File: config.mk
export PLATFORM = sky130hd
export DESIGN_NAME = z_path_and_length_normalizer
export DESIGN_NICKNAME = d
export VERILOG_FILES = /design/src/shared/zpath_pkg.sv /design/src/hdl/magnitude_normalizer.sv /design/src/hdl/z_path_and_length_normalizer.sv
export SDC_FILE = /design/constraint.sdc
export NUM_CORES = 1
export LEC_CHECK = 0
export BUFFER_PORTS_ARGS = -buffer_cell sky130_fd_sc_hd__buf_2
export CAP_MARGIN = 20
export CORE_UTILIZATION = 45
export DETAILED_ROUTE_END_ITERATION = 8
export GPL_ROUTABILITY_DRIVEN = 0
export HOLD_SLACK_MARGIN = 0.03
export PLACE_DENSITY = 0.67
export SYNTH_ARGS = -nofsm -noshare
export SYNTH_HDL_FRONTEND = slang
export SYNTH_SLANG_ARGS = --single-unit
File: constraint.sdc
create_clock -name clk -period 35.3 [get_ports clk]
set_input_delay 5.295 -clock clk [delete_from_list [all_inputs] [get_ports clk]]
set_output_delay 5.295 -clock clk [all_outputs]
set_load 0.05 [all_outputs]
File: src/shared/zpath_pkg.sv
// Constants, register map and carrier types for the Z path and length normaliser.
// Assumes one 50 MHz clock, synchronous active-high reset, same-clock stage strobes.
package zpath_pkg;

	localparam int Z_W = 8;
	localparam int MAG_W = 12;
	localparam int NORM_W = 8;
	localparam int EXP_W = 10;
	localparam int SHIFT_MAX = 9;
	localparam int MOVE_SHIFT = 2;
	localparam int CNT_W = 3;
	localparam logic [3:0] SHIFT_SUM = 4'h8;

	localparam int ADDR_W = 4;
	localparam int DATA_W = 32;
	localparam logic [ADDR_W-1:0] ADDR_CTRL = 4'h0;
	localparam logic [ADDR_W-1:0] ADDR_STATUS = 4'h4;
	localparam logic [ADDR_W-1:0] ADDR_ZIN = 4'h8;
	localparam logic [ADDR_W-1:0] ADDR_ZOUT = 4'hC;

	localparam int CTRL_REL_BIT = 0;
	localparam int CTRL_MOVE_BIT = 1;
	localparam int STAT_ODD_BIT = 0;
	localparam int STAT_YGX_BIT = 1;
	localparam int STAT_SERIAL_BIT = 2;

	localparam logic [1:0] CTRL_RESET = 2'h0;
	localparam logic [Z_W-1:0] Z_RESET = 8'h00;

	// Result of the magnitude compare and normalise network
	typedef struct packed {
		logic y_exceeds_x;
		logic [NORM_W-1:0] bigger_norm;
		logic [NORM_W-1:0] lesser_norm;
		logic [EXP_W-1:0] exponent;
		logic exponent_six_plus;
		logic [CNT_W-1:0] shift_count_a;
		logic [CNT_W-1:0] shift_count_b;
	} norm_result_t;

	// Register port request
	typedef struct packed {
		logic [ADDR_W-1:0] addr;
		logic [DATA_W-1:0] wdata;
		logic wr;
		logic rd;
	} reg_req_t;

endpackage : zpath_pkg

File: src/hdl/magnitude_normalizer.sv
// Compare, normalise and exchange of the X and Y delta magnitudes.
// Purely combinational; the parent captures the result on its stage 3 strobe, except the compare flag, which it registers every cycle.
`timescale 1ns/1ps

module magnitude_normalizer
	import zpath_pkg::*;
(
	input wire logic [MAG_W-1:0] abs_delta_x_n,
	input wire logic [MAG_W-1:0] abs_delta_y_n,
	input wire logic move_cmd,
	output norm_result_t result
);

	// Leading common zero count, capped at nine
	function automatic logic [3:0] common_zeros(input logic [MAG_W-1:0] both);
		logic [3:0] n;
		logic run;
		n = 4'h0;
		run = 1'b1;
		for (int i = MAG_W - 1; i >= 0; i--)
		begin
			run = run & ~both[i];
			if (run && n < 4'(SHIFT_MAX))
			begin
				n = n + 4'h1;
			end
		end
		return n;
	endfunction : common_zeros

	logic [MAG_W-1:0] mag_x;
	logic [MAG_W-1:0] mag_y;
	logic [MAG_W-1:0] both_nz;
	logic [3:0] shift;
	logic [3:0] move_shift;
	logic shift_four_plus_n;
	logic shift_eight_plus_n;
	logic shift_nine_plus_n;
	logic [NORM_W-1:0] norm_x;
	logic [NORM_W-1:0] norm_y;
	logic [CNT_W-1:0] cnt_a;

	// Inputs arrive active low
	assign mag_x = ~abs_delta_x_n;
	assign mag_y = ~abs_delta_y_n;
	assign both_nz = mag_x | mag_y;

	// Terms look only at the preceding positions, never at a one
	assign shift_four_plus_n = |both_nz[11:8];
	assign shift_eight_plus_n = |both_nz[11:4];
	assign shift_nine_plus_n = |both_nz[11:3];
	assign shift = common_zeros(both_nz);

	// Upper and lower shifter halves ORed like the open-collector bus
	function automatic logic [NORM_W-1:0] shifted(input logic [MAG_W-1:0] m, input logic [3:0] s);
		logic [NORM_W-1:0] hi;
		logic [NORM_W-1:0] lo;
		hi = NORM_W'({4'h0, m[11:4]} << s);
		lo = NORM_W'((16'(m[3:0]) << s) >> 4);
		return hi | lo;
	endfunction : shifted

	assign norm_x = shifted(mag_x, shift);
	assign norm_y = shifted(mag_y, shift);

	// Counts stay in 1..7 so both fit three bits and sum to eight
	assign cnt_a = (shift == 4'h0) ? 3'h1 : (shift >= 4'h7) ? 3'h7 : shift[2:0];
	assign move_shift = move_cmd ? ((shift + 4'(MOVE_SHIFT) > 4'(SHIFT_MAX)) ? 4'(SHIFT_MAX)
		: shift + 4'(MOVE_SHIFT)) : shift;

	always_comb
	begin
		result.y_exceeds_x = mag_y > mag_x;
		result.bigger_norm = result.y_exceeds_x ? norm_y : norm_x;
		result.lesser_norm = result.y_exceeds_x ? norm_x : norm_y;
		for (int k = 0; k < EXP_W; k++)
		begin
			result.exponent[k] = (move_shift >= 4'(k));
		end
		result.exponent[4] = result.exponent[4] & ~(shift_four_plus_n & ~move_cmd);
		result.exponent[8] = result.exponent[8] & ~(shift_eight_plus_n & ~move_cmd);
		result.exponent[9] = result.exponent[9] & ~(shift_nine_plus_n & ~move_cmd);
		result.exponent_six_plus = result.exponent[6];
		result.shift_count_a = cnt_a;
		result.shift_count_b = CNT_W'(SHIFT_SUM - {1'b0, cnt_a});
	end

endmodule : magnitude_normalizer

File: src/hdl/z_path_and_length_normalizer.sv
// Z coordinate datapath plus line length preprocessing, three register stages.
// Stage strobes come from a pipeline controller on the same clock; strap is a pin.
`timescale 1ns/1ps

module z_path_and_length_normalizer
	import zpath_pkg::*;
(
	input wire logic clk,
	input wire logic reset,
	input wire logic serial_strap,
	input wire logic [Z_W-1:0] z_in,
	input wire logic stage1_strobe,
	input wire logic stage2_strobe,
	input wire logic stage3_strobe,
	input wire logic [MAG_W-1:0] abs_delta_x_n,
	input wire logic [MAG_W-1:0] abs_delta_y_n,
	input wire logic [ADDR_W-1:0] reg_addr,
	input wire logic [DATA_W-1:0] reg_wdata,
	input wire logic reg_wr,
	input wire logic reg_rd,
	output logic [DATA_W-1:0] reg_rdata,
	output logic serial_out,
	output logic [Z_W-1:0] z_out,
	output logic y_exceeds_x,
	output logic [NORM_W-1:0] bigger_norm,
	output logic [NORM_W-1:0] lesser_norm,
	output logic [EXP_W-1:0] line_exponent,
	output logic exponent_six_plus,
	output logic [CNT_W-1:0] shift_count_a,
	output logic [CNT_W-1:0] shift_count_b
);

	// Whole module state in one record
	typedef struct packed {
		logic [2:0] strap_sync;
		logic serial_mode;
		logic [Z_W-1:0] input_reg;
		logic serial_out;
		logic [Z_W-1:0] true_even;
		logic [Z_W-1:0] true_odd;
		logic [Z_W-1:0] coded_even;
		logic [Z_W-1:0] coded_odd;
		logic load_odd;
		logic last_odd;
		logic stage3_odd;
		logic [Z_W-1:0] z_out;
		logic select_relative;
		logic move_cmd;
		logic y_exceeds_x;
		logic [NORM_W-1:0] bigger_norm;
		logic [NORM_W-1:0] lesser_norm;
		logic [EXP_W-1:0] line_exponent;
		logic exponent_six_plus;
		logic [CNT_W-1:0] shift_count_a;
		logic [CNT_W-1:0] shift_count_b;
		logic [DATA_W-1:0] rdata;
	} state_t;

	state_t state_q;
	state_t state_d;
	reg_req_t req;
	norm_result_t norm;
	logic [Z_W-1:0] prior_point_bus;
	logic [Z_W-1:0] absolute_input_bus;
	logic [Z_W-1:0] relative_sum;
	logic [Z_W-1:0] new_value;

	// Read mux shared by the register port
	function automatic logic [DATA_W-1:0] read_word(input state_t s, input logic [ADDR_W-1:0] a);
		logic [DATA_W-1:0] w;
		w = '0;
		unique case (a)
			ADDR_CTRL:
			begin
				w[CTRL_REL_BIT] = s.select_relative;
				w[CTRL_MOVE_BIT] = s.move_cmd;
			end
			ADDR_STATUS:
			begin
				w[STAT_ODD_BIT] = s.load_odd;
				w[STAT_YGX_BIT] = s.y_exceeds_x;
				w[STAT_SERIAL_BIT] = s.serial_mode;
			end
			ADDR_ZIN:
			begin
				w[Z_W-1:0] = s.input_reg;
			end
			ADDR_ZOUT:
			begin
				w[Z_W-1:0] = s.z_out;
			end
			default:
			begin
				w = '0; // Unmapped addresses read zero
			end
		endcase
		return w;
	endfunction : read_word

	// Bundle the register port
	assign req.addr = reg_addr;
	assign req.wdata = reg_wdata;
	assign req.wr = reg_wr;
	assign req.rd = reg_rd;

	// Compare, normalise and exchange settle ahead of the stage 3 strobe
	magnitude_normalizer u_norm (
		.abs_delta_x_n(abs_delta_x_n),
		.abs_delta_y_n(abs_delta_y_n),
		.move_cmd(state_q.move_cmd),
		.result(norm)
	);

	// The previous endpoint is the register loaded last
	assign prior_point_bus = state_q.last_odd ? state_q.true_odd : state_q.true_even;
	assign absolute_input_bus = state_q.input_reg;
	// Carry out is dropped; the upper extension is not part of this block
	assign relative_sum = Z_W'(prior_point_bus + absolute_input_bus);
	assign new_value = state_q.select_relative ? relative_sum : absolute_input_bus;

	// Next-state logic for every stage
	always_comb
	begin
		state_d = state_q;
		state_d.rdata = '0;

		// Strap passes three flops; a change counts once the last two agree
		state_d.strap_sync = {state_q.strap_sync[1:0], serial_strap};
		if (state_q.strap_sync[1] == state_q.strap_sync[2])
		begin
			state_d.serial_mode = state_q.strap_sync[2];
		end

		// Stage 1: parallel load or serial shift, lowest pin feeds in
		if (stage1_strobe)
		begin
			if (state_q.serial_mode)
			begin
				state_d.input_reg = {state_q.input_reg[Z_W-2:0], z_in[0]};
			end
			else
			begin
				state_d.input_reg = z_in;
			end
		end
		// MSB leaves on the serial output only in serial mode
		state_d.serial_out = state_d.serial_mode & state_d.input_reg[Z_W-1];

		// Stage 2: only the selected register of the pair loads
		if (stage2_strobe)
		begin
			if (state_q.load_odd)
			begin
				state_d.true_odd = new_value;
			end
			else
			begin
				state_d.true_even = new_value;
			end
			state_d.last_odd = state_q.load_odd;
			state_d.load_odd = ~state_q.load_odd;
		end

		// Stage 3: Z copied straight through, all bits on one strobe
		if (stage3_strobe)
		begin
			if (state_q.last_odd)
			begin
				state_d.coded_odd = state_q.true_odd;
				state_d.z_out = state_q.true_odd;
			end
			else
			begin
				state_d.coded_even = state_q.true_even;
				state_d.z_out = state_q.true_even;
			end
			state_d.stage3_odd = state_q.last_odd;
			state_d.bigger_norm = norm.bigger_norm;
			state_d.lesser_norm = norm.lesser_norm;
			state_d.line_exponent = norm.exponent;
			state_d.exponent_six_plus = norm.exponent_six_plus;
			state_d.shift_count_a = norm.shift_count_a;
			state_d.shift_count_b = norm.shift_count_b;
		end

		// Indicator follows the live compare, one cycle late
		state_d.y_exceeds_x = norm.y_exceeds_x;

		// Register port: write the control word, read one cycle later
		if (req.wr && req.addr == ADDR_CTRL)
		begin
			state_d.select_relative = req.wdata[CTRL_REL_BIT];
			state_d.move_cmd = req.wdata[CTRL_MOVE_BIT];
		end
		if (req.rd)
		begin
			state_d.rdata = read_word(state_q, req.addr);
		end
	end

	// State register; strap bits reset to parallel until sampled
	always_ff @(posedge clk)
	begin
		if (reset)
		begin
			state_q <= '0;
			state_q.input_reg <= Z_RESET;
			state_q.z_out <= Z_RESET;
			state_q.select_relative <= CTRL_RESET[CTRL_REL_BIT];
			state_q.move_cmd <= CTRL_RESET[CTRL_MOVE_BIT];
		end
		else
		begin
			state_q <= state_d;
		end
	end

	// Outputs straight from the state record
	assign reg_rdata = state_q.rdata;
	assign serial_out = state_q.serial_out;
	assign z_out = state_q.z_out;
	assign y_exceeds_x = state_q.y_exceeds_x;
	assign bigger_norm = state_q.bigger_norm;
	assign lesser_norm = state_q.lesser_norm;
	assign line_exponent = state_q.line_exponent;
	assign exponent_six_plus = state_q.exponent_six_plus;
	assign shift_count_a = state_q.shift_count_a;
	assign shift_count_b = state_q.shift_count_b;

endmodule : z_path_and_length_normalizer

==> results.json <==
{
  "status": "completed",
  "routed_wirelength_um": 17160,
  "die_area_um2": 16010,
  "mappedNetlistArea_um2": 6980,
  "hold_viol_final": 0,
  "cts_root_buffer": "clkbuf_16",
  "tritoncts": "done",
  "clock_latency_ns": 0.33,
  "drtIter0Drc": 541,
  "pwr_density_cell_nw_per_um2": 36.55,
  "timing.critical_path.arrival_ns": 16.51,
  "worst_slew_margin_rel": 0.4578,
  "nets": 997,
  "class_of_the_tightest_hold_or_removal_check": "reg2reg",
  "effective_utilization_at_floorplan": 0.4609,
  "route.antenna.remaining_nets": 0,
  "largest_stage_delay_worst_path_ns": 0.65,
  "area_delta_synth_final_pct": 5.843,
  "synth_cell_type_count": 94,
  "synth_top_cells_by_count": "106 x nor2_1, 81 x dfxtp_1, 75 x buf_4, 57 x mux2i_1, 56 x nand2_1",
  "tritoncts_num_sinks": 81,
  "fp.dieW_um": 126.5,
  "tightest_slew_ns": 0.8007,
  "design_power_total_mw": 0.2701,
  "drt-pass1-iter-count": 5,
  "synth.yosys.seq_area_share": 0.2323,
  "crit_path_top_delay_cell": "or2_1",
  "h-tree-depth": 3,
  "rsz0062_at_grt": "false",
  "p_leak_nw": 3.341,
  "antenna_found_initial": 0,
  "final_setup_skew_ns": 0.007033,
  "synth_simple_gate_area_frac": 0.1857,
  "antenna_cells": 0,
  "groute.usage.overall": 0.2177,
  "synth_top_area_frac": 0.2323,
  "synth_top_family_by_area": "compound AO/OA/AOI/OAI gates",
  "post_synth_mux_area_share": 0.1129,
  "num_vias": 6003,
  "slew_violations": 0,
  "avgRoutedWirePerCell_um": 16.12,
  "post_route_cells_drive_above_1_share": 0.1961,
  "row_cnt": 45,
  "library_cell_with_the_highest_instance_count_after_synthesis": "nor2_1",
  "fin_crit_sh": 0.4604,
  "timing.setup.tns_ns": 0,
  "drcViolationCount": 0,
  "cts-hold-fix-buffers": 0,
  "yosys_most_used_dff": "dfxtp_1",
  "crit_path_frequent_cell": "ha_1",
  "synth_async_sr_flop_share": 0,
  "first_pass_grt_wire_length_um": 28100,
  "fp.dieH_um": 126.5,
  "synth_compound_area_frac": 0.2135,
  "maxCapViolations": 0,
  "number_of_flops_mapped_to_enable_cells_by_yosys": 0,
  "io_pins": 151,
  "number_of_global_route_vias_before_repair": 5436,
  "yosys_register_bits": 81,
  "post-cts-setup-buffer-count": 0,
  "synth_area_per_cell_um2": 8.193,
  "port-buffer-count": 96,
  "grt_max_degree": 71,
  "place.detailed.hpwl_um": 13080,
  "path_clk_slew_ns": 0.06,
  "cts.repair.resized": 0,
  "timing.critical_path.fanout_max": 17,
  "maxClockFrequency_ghz": 0.06153,
  "finalSetupViolCount": 0,
  "via_per_inst": 5.637,
  "worstSetupStartpointType": "input port",
  "required_worst_endpoint_ns": 35.56,
  "ys_warn_count": 0,
  "core_area_um2": 15150,
  "maximum_ir_drop_on_the_vdd_rail_mv": 0.03436,
  "postSynthCellCount": 852,
  "fill_cells": 1475,
  "synth_fa_ha_area_frac": 0.08890,
  "setup.worst_path.end_class": "flop",
  "final_period_minus_worst_setup_slack_ns": 16.25,
  "cts_made_buffers": 9,
  "worstSetupPathType": "in2reg",
  "synth_top_cell_by_area": "dfxtp_1",
  "globalRouteOverflowTotal": 0,
  "synthXorXnorAreaFrac": 0.03173,
  "synth_area_leaders": "dfxtp_1 23%, ha_1 8.6%, mux2i_1 8.2%, buf_4 8.1%, nor2_1 5.7%",
  "cts.path.max_buffers": 2
}
-- cells by family (layout without fill, tap and decap cells) --
| group | Yosys count | in the layout |
|---|---|---|
| AOI/OAI and AO/OA | 195 | 195 |
| muxes | 74 | 74 |
| xor gates and xnor gates | 18 | 18 |
| DFF | 81 | 81 |
| buffers and inverters | 162 | 164 |
| adders and majority gates | 49 | 49 |
| other | 1 | 24 |
| and+or+nand+nor | 272 | 272 |
-- worst max-delay path, delay by kind of cell --
kind	cells	cell delay [ns]
XOR/XNOR	1	0.17
buffers and inverters	9	0.97
adder cells (fa/ha/maj)	11	2.66
multiplexers	6	1.70
AND/OR/NAND/NOR	12	2.61
AO/OA/AOI/OAI	16	3.10
-- per-layer routing --
layer | routed length [µm] | up-vias | track usage | part of all wire
li1 | - | 3003 | - | -
met1 | 8426 | 2758 | 0.3156 | 0.49
met2 | 7500 | 216 | 0.3347 | 0.44
met3 | 1010 | 26 | 0.03332 | 0.059
met4 | 226 | 0 | 0.05670 | 0.013
met5 | 0 | - | 0 | 0
-- report_power, final --
group | switching (mW) | internal (mW)
Clock | 0.0374 | 0.0623
Sequential | 0.00382 | 0.0969
Combinational | 0.0471 | 0.0225
Total | 0.0883 | 0.182
-- worst paths after layout --
kind | end | slack, ns | cells after the start | startpoint
hold / removal | state_d[123] | 0.44 | 1 | state_d[122]
setup reg to reg | state_q[102] | 32.01 | 13 | state_q[77]
hold reg to reg | state_d[123] | 0.44 | 1 | state_d[122]
setup / recovery | line_exponent[7] | 19.05 | 55 | abs_delta_y_n[9]
-- sequential cells by signal, summed over array words and instances, names as in the netlist --
name and flops:
state_q 22, line_exponent 10, absolute_input_bus 8, bigger_norm 8, lesser_norm 8, reg_rdata 8, z_out 8, shift_count_a 3
shift_count_b 2, state_d 2, serial_out 1, y_exceeds_x 1
-- placed cells by master (no fill, tap or decap), types with 13 or more instances in the layout --
| cell type | netlist | final |
|---|---|---|
| dfxtp_1 | 81 | 81 |
| ha_1 | 48 | 48 |
| a21oi_1 | 22 | 22 |
| mux2_2 | 13 | 13 |
| nor2_1 | 106 | 106 |
| inv_1 | 42 | 42 |
| mux2i_1 | 57 | 57 |
| conb_1 | 1 | 24 |
| buf_2 | 9 | 96 |
| nand3_1 | 20 | 20 |
| nand2_1 | 56 | 56 |
| nor3_1 | 19 | 19 |
| a211oi_1 | 34 | 34 |
| o21ai_0 | 21 | 21 |
-- per-stage QoR --
stage	instances	util	cell area (µm²)	setup WS [ns]	hold slack, ns
2_1_floorplan	875	-	7067	20.58	0.4138
3_3_place_gp	1048	0.4663	7062	18.88	0.4175
3_5_place_dp	1048	0.4663	7062	18.81	0.4309
4_1_cts	1064	0.4873	7381	19.13	0.4471
5_1_grt	1065	0.4878	7388	18.10	0.4620
6_report	1065	0.4878	7388	19.05	0.4404
-- layout make-up --
| cell class | instances | area (µm²) | area share |
|---|---|---|---|
| tap | 188 | 235.2 | 0.03184 |
| inverter | 46 | 180.2 | 0.02439 |
| multi-input combinational | 632 | 4507 | 0.6100 |
| clock inverter | 6 | 90.09 | 0.01219 |
| clock buffer | 10 | 229.0 | 0.03099 |
| timing repair buffer | 102 | 525.5 | 0.07113 |
| sequential | 81 | 1622 | 0.2195 |
Power figures use the tool's default switching activity.
